## config.mk

```make
export PLATFORM = sky130hd
export DESIGN_NAME = acmp_ctrl
export DESIGN_NICKNAME = d
export VERILOG_FILES = /design/src/core/acmp_sync.v /design/src/core/acmp_ctrl.v
export VERILOG_INCLUDE_DIRS = /design/src /design/src/core
export SDC_FILE = /design/constraint.sdc
export NUM_CORES = 1
export LEC_CHECK = 0
export BUFFER_PORTS_ARGS = -buffer_cell sky130_fd_sc_hd__buf_2
export CAP_MARGIN = 20
export CELL_PAD_IN_SITES_DETAIL_PLACEMENT = 1
export CELL_PAD_IN_SITES_GLOBAL_PLACEMENT = 2
export CORE_MARGIN = 4
export CORE_UTILIZATION = 24
export CTS_BUF_LIST = sky130_fd_sc_hd__clkbuf_2
export DETAILED_ROUTE_END_ITERATION = 7
export MAX_ROUTING_LAYER = met4
export PLACE_DENSITY_LB_ADDON = 0.1
export RECOVER_POWER = 100
export SLEW_MARGIN = 25
export SYNTH_ARGS = -nofsm -noshare
export SYNTH_HDL_FRONTEND = slang
export SYNTH_HIERARCHICAL = 1
export SYNTH_SLANG_ARGS = --single-unit
export TNS_END_PERCENT = 30
```

## constraint.sdc

```tcl
create_clock -name clock -period 1.9 [get_ports clock]
set_input_delay 0.285 -clock clock [delete_from_list [all_inputs] [get_ports clock]]
set_output_delay 0.285 -clock clock [all_outputs]
set_load 0.03 [all_outputs]
```

## src/core/acmp_defs.vh

```
/*
 defines for the comparator control block: register offsets, field
 positions, reset values, event mode codes and interrupt bits.
 assumes inclusion by bare name from the design files under core/.
*/
`ifndef ACMP_DEFS_VH
`define ACMP_DEFS_VH

// apb byte addresses
`define ACMP_ADDR_CTRL    12'h000
`define ACMP_ADDR_SFIO    12'h004
`define ACMP_ADDR_ISTAT   12'h008
`define ACMP_ADDR_IMASK   12'h00C

// control/status field positions
`define ACMP_BIT_DISABLE  7
`define ACMP_BIT_BANDGAP  6
`define ACMP_BIT_OUTSTAT  5
`define ACMP_BIT_FLAG     4
`define ACMP_BIT_IRQEN    3
`define ACMP_BIT_CAPRT    2
`define ACMP_BIT_MODEHI   1
`define ACMP_BIT_MODELO   0

// special function field position
`define ACMP_BIT_MUXNEG   3

// event mode codes
`define ACMP_MODE_TOGGLE  2'h0
`define ACMP_MODE_RSVD    2'h1
`define ACMP_MODE_FALL    2'h2
`define ACMP_MODE_RISE    2'h3

// sticky interrupt status bits
`define ACMP_IST_EDGE     0
`define ACMP_IST_RISE     1
`define ACMP_IST_FALL     2

// reset values
`define ACMP_RST_CTRL     8'h00
`define ACMP_RST_SFIO     8'h00
`define ACMP_RST_IMASK    3'h0

`endif

```

## src/core/acmp_sync.v

```verilog
/*
 two flip-flop synchronizer for one asynchronous level.
 assumes input comes from the analog comparator or a pin.
*/
`timescale 1ns/1ps
module acmp_sync
(
   input  wire clock,
   input  wire sys_rst,
   input  wire asyncIn,
   output wire syncOut
);
   reg stage1_ff;
   reg stage2_ff;

   // first stage feeds only the second stage
   always @(posedge clock)
   begin
      if (sys_rst)
      begin
         stage1_ff <= 1'b0;
         stage2_ff <= 1'b0;
      end
      else
      begin
         stage1_ff <= asyncIn;
         stage2_ff <= stage1_ff;
      end
   end

   assign syncOut = stage2_ff;
endmodule // acmp_sync

```

## src/core/acmp_ctrl.v

```verilog
/*
 comparator control logic: control/status and special function
 registers over apb, output synchronizer, edge-event flag, cpu irq,
 capture routing, positive/negative input selection, and a sticky
 status/mask interrupt pair.
 assumes a single 10 MHz clock, the analog core producing compRaw
 from the selections driven here, and the cpu giving vector ack.
*/
`timescale 1ns/1ps
`include "acmp_defs.vh"
module acmp_ctrl
(
   input  wire        clock,
   input  wire        sys_rst,
   input  wire        psel,
   input  wire        penable,
   input  wire        pwrite,
   input  wire [11:0] paddr,
   input  wire [31:0] pwdata,
   output reg  [31:0] prdata,
   output reg         pready,
   output reg         pslverr,
   input  wire        compRaw,
   input  wire        converterEnable,
   input  wire [2:0]  channelSelect,
   input  wire        globalIrqEnable,
   input  wire        vectorAck,
   output reg         compPowerDown,
   output reg         bandgapSelect,
   output reg         negUseMux,
   output reg  [7:0]  negChannelOneHot,
   output reg         compIrqReq,
   output reg         captureTrigger,
   output reg         irqOut
);
   // control/status storage (output status bit not stored here)
   reg        disable_ff;
   reg        bandgap_ff;
   reg        flag_ff;
   reg        irqEn_ff;
   reg        capRoute_ff;
   reg [1:0]  mode_ff;
   reg        muxNeg_ff;
   reg [2:0]  istat_ff;
   reg [2:0]  imask_ff;
   reg        prevOut_ff;
   reg        nxt_flag;
   reg [2:0]  nxt_istat;
   reg [31:0] nxt_prdata;
   reg        nxt_slverr;
   reg        nxtNegMux;

   wire       syncOut;
   wire       apbAccess;
   wire       wrCtrl;
   wire       wrSfio;
   wire       wrIstat;
   wire       wrImask;
   wire       riseEdge;
   wire       fallEdge;
   wire       modeHit;

   // comparator core output through two flops, 1-2 cycle delay
   acmp_sync u_sync
   (
      .clock   (clock),
      .sys_rst (sys_rst),
      .asyncIn (compRaw),
      .syncOut (syncOut)
   );

   // one wait state: pready is registered, so the access phase completes on the second edge
   assign apbAccess = psel & penable & ~pready;
   assign wrCtrl  = apbAccess & pwrite & (paddr == `ACMP_ADDR_CTRL);
   assign wrSfio  = apbAccess & pwrite & (paddr == `ACMP_ADDR_SFIO);
   assign wrIstat = apbAccess & pwrite & (paddr == `ACMP_ADDR_ISTAT);
   assign wrImask = apbAccess & pwrite & (paddr == `ACMP_ADDR_IMASK);

   // edges against last cycle's synchronized value
   assign riseEdge = syncOut & ~prevOut_ff;
   assign fallEdge = ~syncOut & prevOut_ff;

   // event mode decode; reserved code never fires
   function mode_match;
      input [1:0] mode;
      input       rise;
      input       fall;
      begin
         case (mode)
            `ACMP_MODE_TOGGLE: mode_match = rise | fall;
            `ACMP_MODE_FALL:   mode_match = fall;
            `ACMP_MODE_RISE:   mode_match = rise;
            default:           mode_match = 1'b0;
         endcase
      end
   endfunction

   // a powered-down comparator raises no events
   assign modeHit = ~disable_ff & mode_match(mode_ff, riseEdge, fallEdge);

   // flag: set beats the vector or write-one clear
   always @*
   begin
      nxt_flag = flag_ff;
      if (vectorAck)
         nxt_flag = 1'b0;
      if (wrCtrl && pwdata[`ACMP_BIT_FLAG])
         nxt_flag = 1'b0;
      if (modeHit)
         nxt_flag = 1'b1;
   end

   // sticky status: write one clears, new event wins
   always @*
   begin
      nxt_istat = istat_ff;
      if (wrIstat)
         nxt_istat = istat_ff & ~pwdata[2:0];
      if (modeHit)
         nxt_istat[`ACMP_IST_EDGE] = 1'b1;
      if (riseEdge && !disable_ff)
         nxt_istat[`ACMP_IST_RISE] = 1'b1;
      if (fallEdge && !disable_ff)
         nxt_istat[`ACMP_IST_FALL] = 1'b1;
   end

   // read mux; unmapped addresses answer with slverr and zero
   always @*
   begin
      nxt_prdata = 32'h00000000;
      nxt_slverr = 1'b0;
      case (paddr)
         `ACMP_ADDR_CTRL:
            nxt_prdata[7:0] = {disable_ff, bandgap_ff, syncOut,
                               flag_ff, irqEn_ff, capRoute_ff,
                               mode_ff};
         `ACMP_ADDR_SFIO:
            nxt_prdata[`ACMP_BIT_MUXNEG] = muxNeg_ff;
         `ACMP_ADDR_ISTAT:
            nxt_prdata[2:0] = istat_ff;
         `ACMP_ADDR_IMASK:
            nxt_prdata[2:0] = imask_ff;
         default:
            nxt_slverr = 1'b1;
      endcase
   end

   // mux path only when enabled and converter is off
   always @*
   begin
      nxtNegMux = muxNeg_ff & ~converterEnable;
   end

   // register file and bus answer
   always @(posedge clock)
   begin
      if (sys_rst)
      begin
         disable_ff  <= 1'b0;
         bandgap_ff  <= 1'b0;
         irqEn_ff    <= 1'b0;
         capRoute_ff <= 1'b0;
         mode_ff     <= 2'h0;
         muxNeg_ff   <= 1'b0;
         imask_ff    <= `ACMP_RST_IMASK;
         pready      <= 1'b0;
         pslverr     <= 1'b0;
         prdata      <= 32'h00000000;
      end
      else
      begin
         pready <= apbAccess;
         if (apbAccess)
         begin
            pslverr <= nxt_slverr;
            prdata  <= pwrite ? 32'h00000000 : nxt_prdata;
         end
         else
         begin
            pslverr <= 1'b0;
         end
         // the disable bit may change at any time
         if (wrCtrl)
         begin
            disable_ff  <= pwdata[`ACMP_BIT_DISABLE];
            bandgap_ff  <= pwdata[`ACMP_BIT_BANDGAP];
            irqEn_ff    <= pwdata[`ACMP_BIT_IRQEN];
            capRoute_ff <= pwdata[`ACMP_BIT_CAPRT];
            mode_ff     <= pwdata[`ACMP_BIT_MODEHI:`ACMP_BIT_MODELO];
         end
         if (wrSfio)
            muxNeg_ff <= pwdata[`ACMP_BIT_MUXNEG];
         if (wrImask)
            imask_ff <= pwdata[2:0];
      end
   end

   // event state and registered outputs
   always @(posedge clock)
   begin
      if (sys_rst)
      begin
         flag_ff          <= 1'b0;
         istat_ff         <= 3'h0;
         prevOut_ff       <= 1'b0;
         compPowerDown    <= 1'b0;
         bandgapSelect    <= 1'b0;
         negUseMux        <= 1'b0;
         negChannelOneHot <= 8'h00;
         compIrqReq       <= 1'b0;
         captureTrigger   <= 1'b0;
         irqOut           <= 1'b0;
      end
      else
      begin
         flag_ff       <= nxt_flag;
         istat_ff      <= nxt_istat;
         prevOut_ff    <= syncOut;
         compPowerDown <= disable_ff;
         bandgapSelect <= bandgap_ff;
         negUseMux     <= nxtNegMux;
         // one hot channel enable; all zero selects the negative pin
         negChannelOneHot <= nxtNegMux ?
                             (8'h01 << channelSelect) : 8'h00;
         compIrqReq <= flag_ff & irqEn_ff & globalIrqEnable;
         // route gated here; capture filter lives in the timer
         captureTrigger <= capRoute_ff & syncOut;
         irqOut <= |(istat_ff & imask_ff);
      end
   end
endmodule // acmp_ctrl

```

# Yosys cells after proc, flatten, opt, wreduce, memory -nomap -nowiden
# Cells that the tools add are included.
[word_totals]
ff_bits = 65
input_bits = 56
out_inout_bits = 48
word_cells = 82
[classes]
n_eq_ne = 5
shifts = 1
mux = 13
bitwise = 25
reduce_logical = 14
[op_table]
columns = ["op", "n"]
rows = [
  ["== test 12 x 4 -> 1 bit (second input constant)", 2],
  ["AND 1 bit", 14],
  ["== test 12 x 3 -> 1 bit (second input constant)", 1],
  ["logical NOT 12 bit", 1],
  ["case mux 3 bit (3 select lines)", 1],
  ["2-to-1 mux 8 bit", 1],
  ["<< shifter 1 x 3 -> 8 bit (first input constant)", 1],
  ["2-to-1 mux 1 bit", 7],
  ["NOT 1 bit", 7],
  ["AND 3 bit", 2],
  ["nonzero test 2 bit", 3],
  ["== test 2 bit (second input constant)", 2],
  ["2-to-1 mux 4 bit", 1],
  ["OR reduction 2 bit", 2],
  ["OR reduction 4 bit", 1],
  ["logical AND 1 bit", 3],
  ["2-to-1 mux 3 bit", 1],
  ["NOT 3 bit", 1],
  ["case mux 1 bit (3 select lines)", 1],
  ["nonzero test 3 bit", 1],
  ["OR reduction 3 bit", 1],
  ["logical NOT 2 bit", 1],
  ["case mux 1 bit (2 select lines)", 1],
  ["logical NOT 1 bit", 1],
  ["bitwise OR 1 bit", 1],
]

# Longest topological paths before layout
[depth]
depth_word = 7
depth_mapped = 6
mapped_depth_nobuf = 6

# By module
# The synthesis kept the hierarchy.
[by_module_without_submodules]
columns = ["module", "n_inst", "cells_each", "area_each_um2", "seq_area_each_um2"]
rows = [
  ["acmp_ctrl", 1, 191, 1735.4, 780.7],
  ["acmp_sync", 1, 4, 52.6, 40.0],
]

# Worst setup path after synthesis
# No wires, ideal clock.
[synth_timing]
kind = "input -> register"
from = "input paddr[9]"
to = "register imask_ff[0]"
arrival_time_ns = 1.458
setup_slack_ns = 0.315
stages = 4
cell_sequence = "or4_4 -> nor4_4 -> mux2i_1 -> nor2_1"
[synth_between]
elab_chain_cells = 2
[synth_lines]
columns = ["element", "line", "rtl"]
rows = [
  ["start: declaration", "acmp_ctrl.v:18", "input wire [11:0] paddr,"],
  ["== test 12 x 4 -> 1 bit", "--", ""],
  ["AND 1 bit", "acmp_ctrl.v:77", "assign wrImask = apbAccess & pwrite & (paddr == `ACMP_ADDR_IMASK);"],
  ["end signal: assignment", "acmp_ctrl.v:165", "imask_ff <= `ACMP_RST_IMASK;"],
  ["end signal: assignment", "acmp_ctrl.v:194", "imask_ff <= pwdata[2:0];"],
  ["end: declaration", "acmp_ctrl.v:45", "reg [2:0] imask_ff;"],
]
# No other way between the ends.
# A chain may end at the register's enable or synchronous reset.

# Final worst setup path
[layout_timing]
from = "register pready"
to = "output pready"
[layout_lines]
columns = ["element", "line", "rtl"]
rows = [
  ["start: declaration", "acmp_ctrl.v:21", "output reg pready,"],
  ["start signal: assignment", "acmp_ctrl.v:172", "pready <= apbAccess;"],
]
# No word-level cell between the ends.

==> out/summary.log <==
INFO  run            maxCapViolCount=0
INFO  global_routing grt_pass1_wl=7250µm
INFO  power_and_ir_drop power-per-cell-area=741nW/µm²
INFO  worst_setup_path crit_fanout=6
INFO  placement      hpwlAfterDp=3670µm
INFO  drt            drtAntennaViolNets=0
INFO  finish         fill_cells=893
INFO  floorplanning  die-area=8890µm²
INFO  synth          synth.yosys.warnings=6
INFO  drt            first_pass_iters=4
INFO  timing         finalSetupViolCount=0
INFO  timing         worst_slack=0.452ns
INFO  timing         max_freq=0.691GHz
INFO  timing         slew_headroom=0.426
INFO  synth          yosys_register_bits=41
INFO  drt            avgViaCountPerCell=4.13
INFO  floorplanning  row_count=31
INFO  global_routing vias_in_the_first_global_route=1444
INFO  worst_setup_path r2r_start=pready
INFO  cts            cts.reportedPaths.clkPinSlew=0.23ns
INFO  worst_setup_path critPathTopFamily=flip-flops
INFO  drt            wirelength=4530µm
INFO  synth          synth_seq_area_share=0.459
INFO  global_routing globalRouteOverflowTotal=0
INFO  synth          syn-mean-instance-area=9.17µm²
INFO  timing         setup_total_negative_slack=0ns
INFO  worst_setup_path crit_path_start=pready
INFO  synth          synth_unique_cells=33
INFO  hold_path      timing.hold.worst.class=input pin to flip-flop
INFO  global_routing grt_util_all_layers=0.109
INFO  timing         worst_slew_pin_slew=0.860ns
INFO  finish         antenna_cells_inserted=0
INFO  worst_setup_path timing.critical_path.slowest_cell_delay=0.45ns
INFO  timing         fin_crit=1.45ns
INFO  cts            clkLatencyLatePin=0.40ns
INFO  hold_path      holdCritStartpoint=compRaw
INFO  finish         share_of_post_route_cells_with_drive_strength_above_1=0.156
INFO  drt            routed-via-count=1467
INFO  cts            clock-root-buffer=sky130_fd_sc_hd__clkbuf_2
INFO  worst_setup_path critical_path_class=flip-flop to output port
INFO  drt            routed_wire_length_per_instance=12.8µm
INFO  worst_setup_path crit_path_cell_trace=clkbuf_1
INFO  worst_setup_path endpoint_kind=output port
INFO  floorplanning  fp.dieH=94.3µm
INFO  timing         final_hold_viol_count=0
INFO  timing         layout_worst_path_cycle_share=0.762
INFO  power_and_ir_drop leak_pwr=0.906nW
INFO  worst_setup_path startpoint_type=flip-flop
INFO  worst_setup_path timing.critical_path.required=1.62ns
INFO  power_and_ir_drop ir_worst_vdd=0.282mV
INFO  finish         num-nets-final=313
INFO  worst_setup_path cell_type_of_the_slowest_stage_on_the_worst_timing_path=sky130_fd_sc_hd__dfxtp_1
INFO  placement      globalplace.congestion=0.674
INFO  synth          synth_enable_flop_cells=0
INFO  synth          ys_dominant_reg_cell=sky130_fd_sc_hd__dfxtp_1
INFO  placement      post-place-ws=0.0776ns
INFO  placement      placement.io_buffers=54
INFO  worst_setup_path cp_num_buf_inv=1
INFO  finish         flow.area_growth_from_synthesis=19.3%
INFO  cts            ctsLongestPathBuffers=2
INFO  global_routing grt_start_max_net_pins=20
INFO  synth          cell_taking_the_most_area_after_synthesis=sky130_fd_sc_hd__dfxtp_1
INFO  floorplanning  floorplan.initialDensity=0.247
INFO  cts            htree_levels=2
INFO  floorplanning  pin_count=104
INFO  synth          synth_async_sr_flop_share=0
INFO  cts            clock-sinks=41
INFO  cts            tritoncts_clock_tree=done
INFO  synth          netlist.area_leader.share=0.459
INFO  synth          most_frequent_cell_after_synthesis=sky130_fd_sc_hd__dfxtp_1
INFO  cts            tritoncts.num_buffers=5
INFO  synth          synth_cells=195
INFO  worst_setup_path data_arrival_time_of_the_worst_path=1.16ns
INFO  drt            drt_iter0_drc=43
INFO  global_routing number_of_antenna_violations_at_the_first_check_in_global_routing=0
INFO  floorplanning  area_of_the_core=7250µm²
INFO  finish         postLayoutCoreUtil=0.294
INFO  timing         max_slew_vio_count=0
INFO  drt            remaining_drc_errors=0
INFO  synth          netlist_area=1790µm²
INFO  synth          synth.cells.most_frequent=sky130_fd_sc_hd__dfxtp_1 (41), sky130_fd_sc_hd__nor2_1 (29), sky130_fd_sc_hd__buf_4 (24)
INFO  timing         final.setup_skew=0.0276ns
INFO  synth          cell_types_occupying_the_most_area_after_synthesis=sky130_fd_sc_hd__dfxtp_1 (46%), sky130_fd_sc_hd__buf_4 (10%), sky130_fd_sc_hd__mux2i_1 (7.8%)
INFO  floorplanning  chipWidth=94.3µm
INFO  run_status     run_status=finished, final reports clean
INFO  timing         unrepaired_setup_endpoints_after_global_routing=no
==> repair_timing <==
item,4_1_cts,5_1_grt
resized for setup,0,0
hold endpoints to repair,1,0
setup buffers,0,0
hold buffers,1,0
==> cell families after synthesis <==
kind of cell,Yosys count,share of synthesized area
other,1,0.00210
adders and majority gates,2,0.0140
and+or+nand+nor,75,0.238
AOI/OAI and AO/OA,25,0.0798
buffers and inverters,37,0.129
muxes,14,0.0784
DFF,41,0.459
==> area by class of cell <==
type / instances / area, µm² / area share
clock buffer: 5 / 25.0 / 0.0117
inverter: 9 / 33.8 / 0.0158
sequential: 41 / 821 / 0.385
multi-input combinational: 140 / 823 / 0.386
timing repair buffer: 58 / 263 / 0.123
clock inverter: 3 / 43.8 / 0.0205
tap: 99 / 124 / 0.0581
==> sequential cells by signal, summed over array words and instances (netlist names), 2 cells and up <==
| register | flops |
|---|---|
| imask_ff | 3 |
| negChannelOneHot | 8 |
| mode_ff | 2 |
| istat_ff | 3 |
| prdata | 8 |
==> per-layer routing <==
layer  vias to the layer above  track usage  part of all wire
met2                        42        0.165              0.46
met4                         0       0.0337             0.013
met1                       675        0.141              0.47
met3                         6       0.0288             0.053
li1                        744            -                 -
met5                         -            -                 0
==> power by group <==
group          switching, W  internal (W)
combinational      0.000128     0.0000475
clock              0.000303      0.000225
sequential       0.00000578      0.000871
total              0.000437       0.00114
==> cells in the final DEF, fill, tap and decap left out, drive strengths merged, types with 2 or more instances in the layout <==
cell type	netlist	final
or4	2	2
or4bb	2	2
ha	2	2
nor2	29	29
nor3	2	2
nand4	5	5
and4b	2	2
clkbuf	3	33
a21oi	9	9
nor3b	2	2
buf	25	29
nor4b	2	2
o21ai	11	11
conb	1	24
mux2i	14	14
nor2b	3	3
nand2	10	10
inv	9	10
nand2b	8	8
dfxtp	41	41
nor4	3	3
==> final timing paths <==
kind | depth (start not counted) | end | slack [ns]
max | 1 | pready | 0.45
min | 2 | u_sync/stage1_ff | 0.08
max reg2reg | 3 | muxNeg_ff | 0.51
min reg2reg | 1 | u_sync/syncOut | 0.46
==> metrics by stage <==
step           area (µm²)  total power, W  hold WS (ns)  cells
5_1_grt              2130         0.00167        0.0197    355
6_report             2130         0.00158        0.0772    355
3_3_place_gp         2090         0.00107         0.416    346
4_1_cts              2170         0.00161        0.0275    355
2_1_floorplan        1870         0.00105         0.357    218
3_5_place_dp         2090         0.00107         0.426    346
No activity file was read; power rests on OpenSTA's default activity.
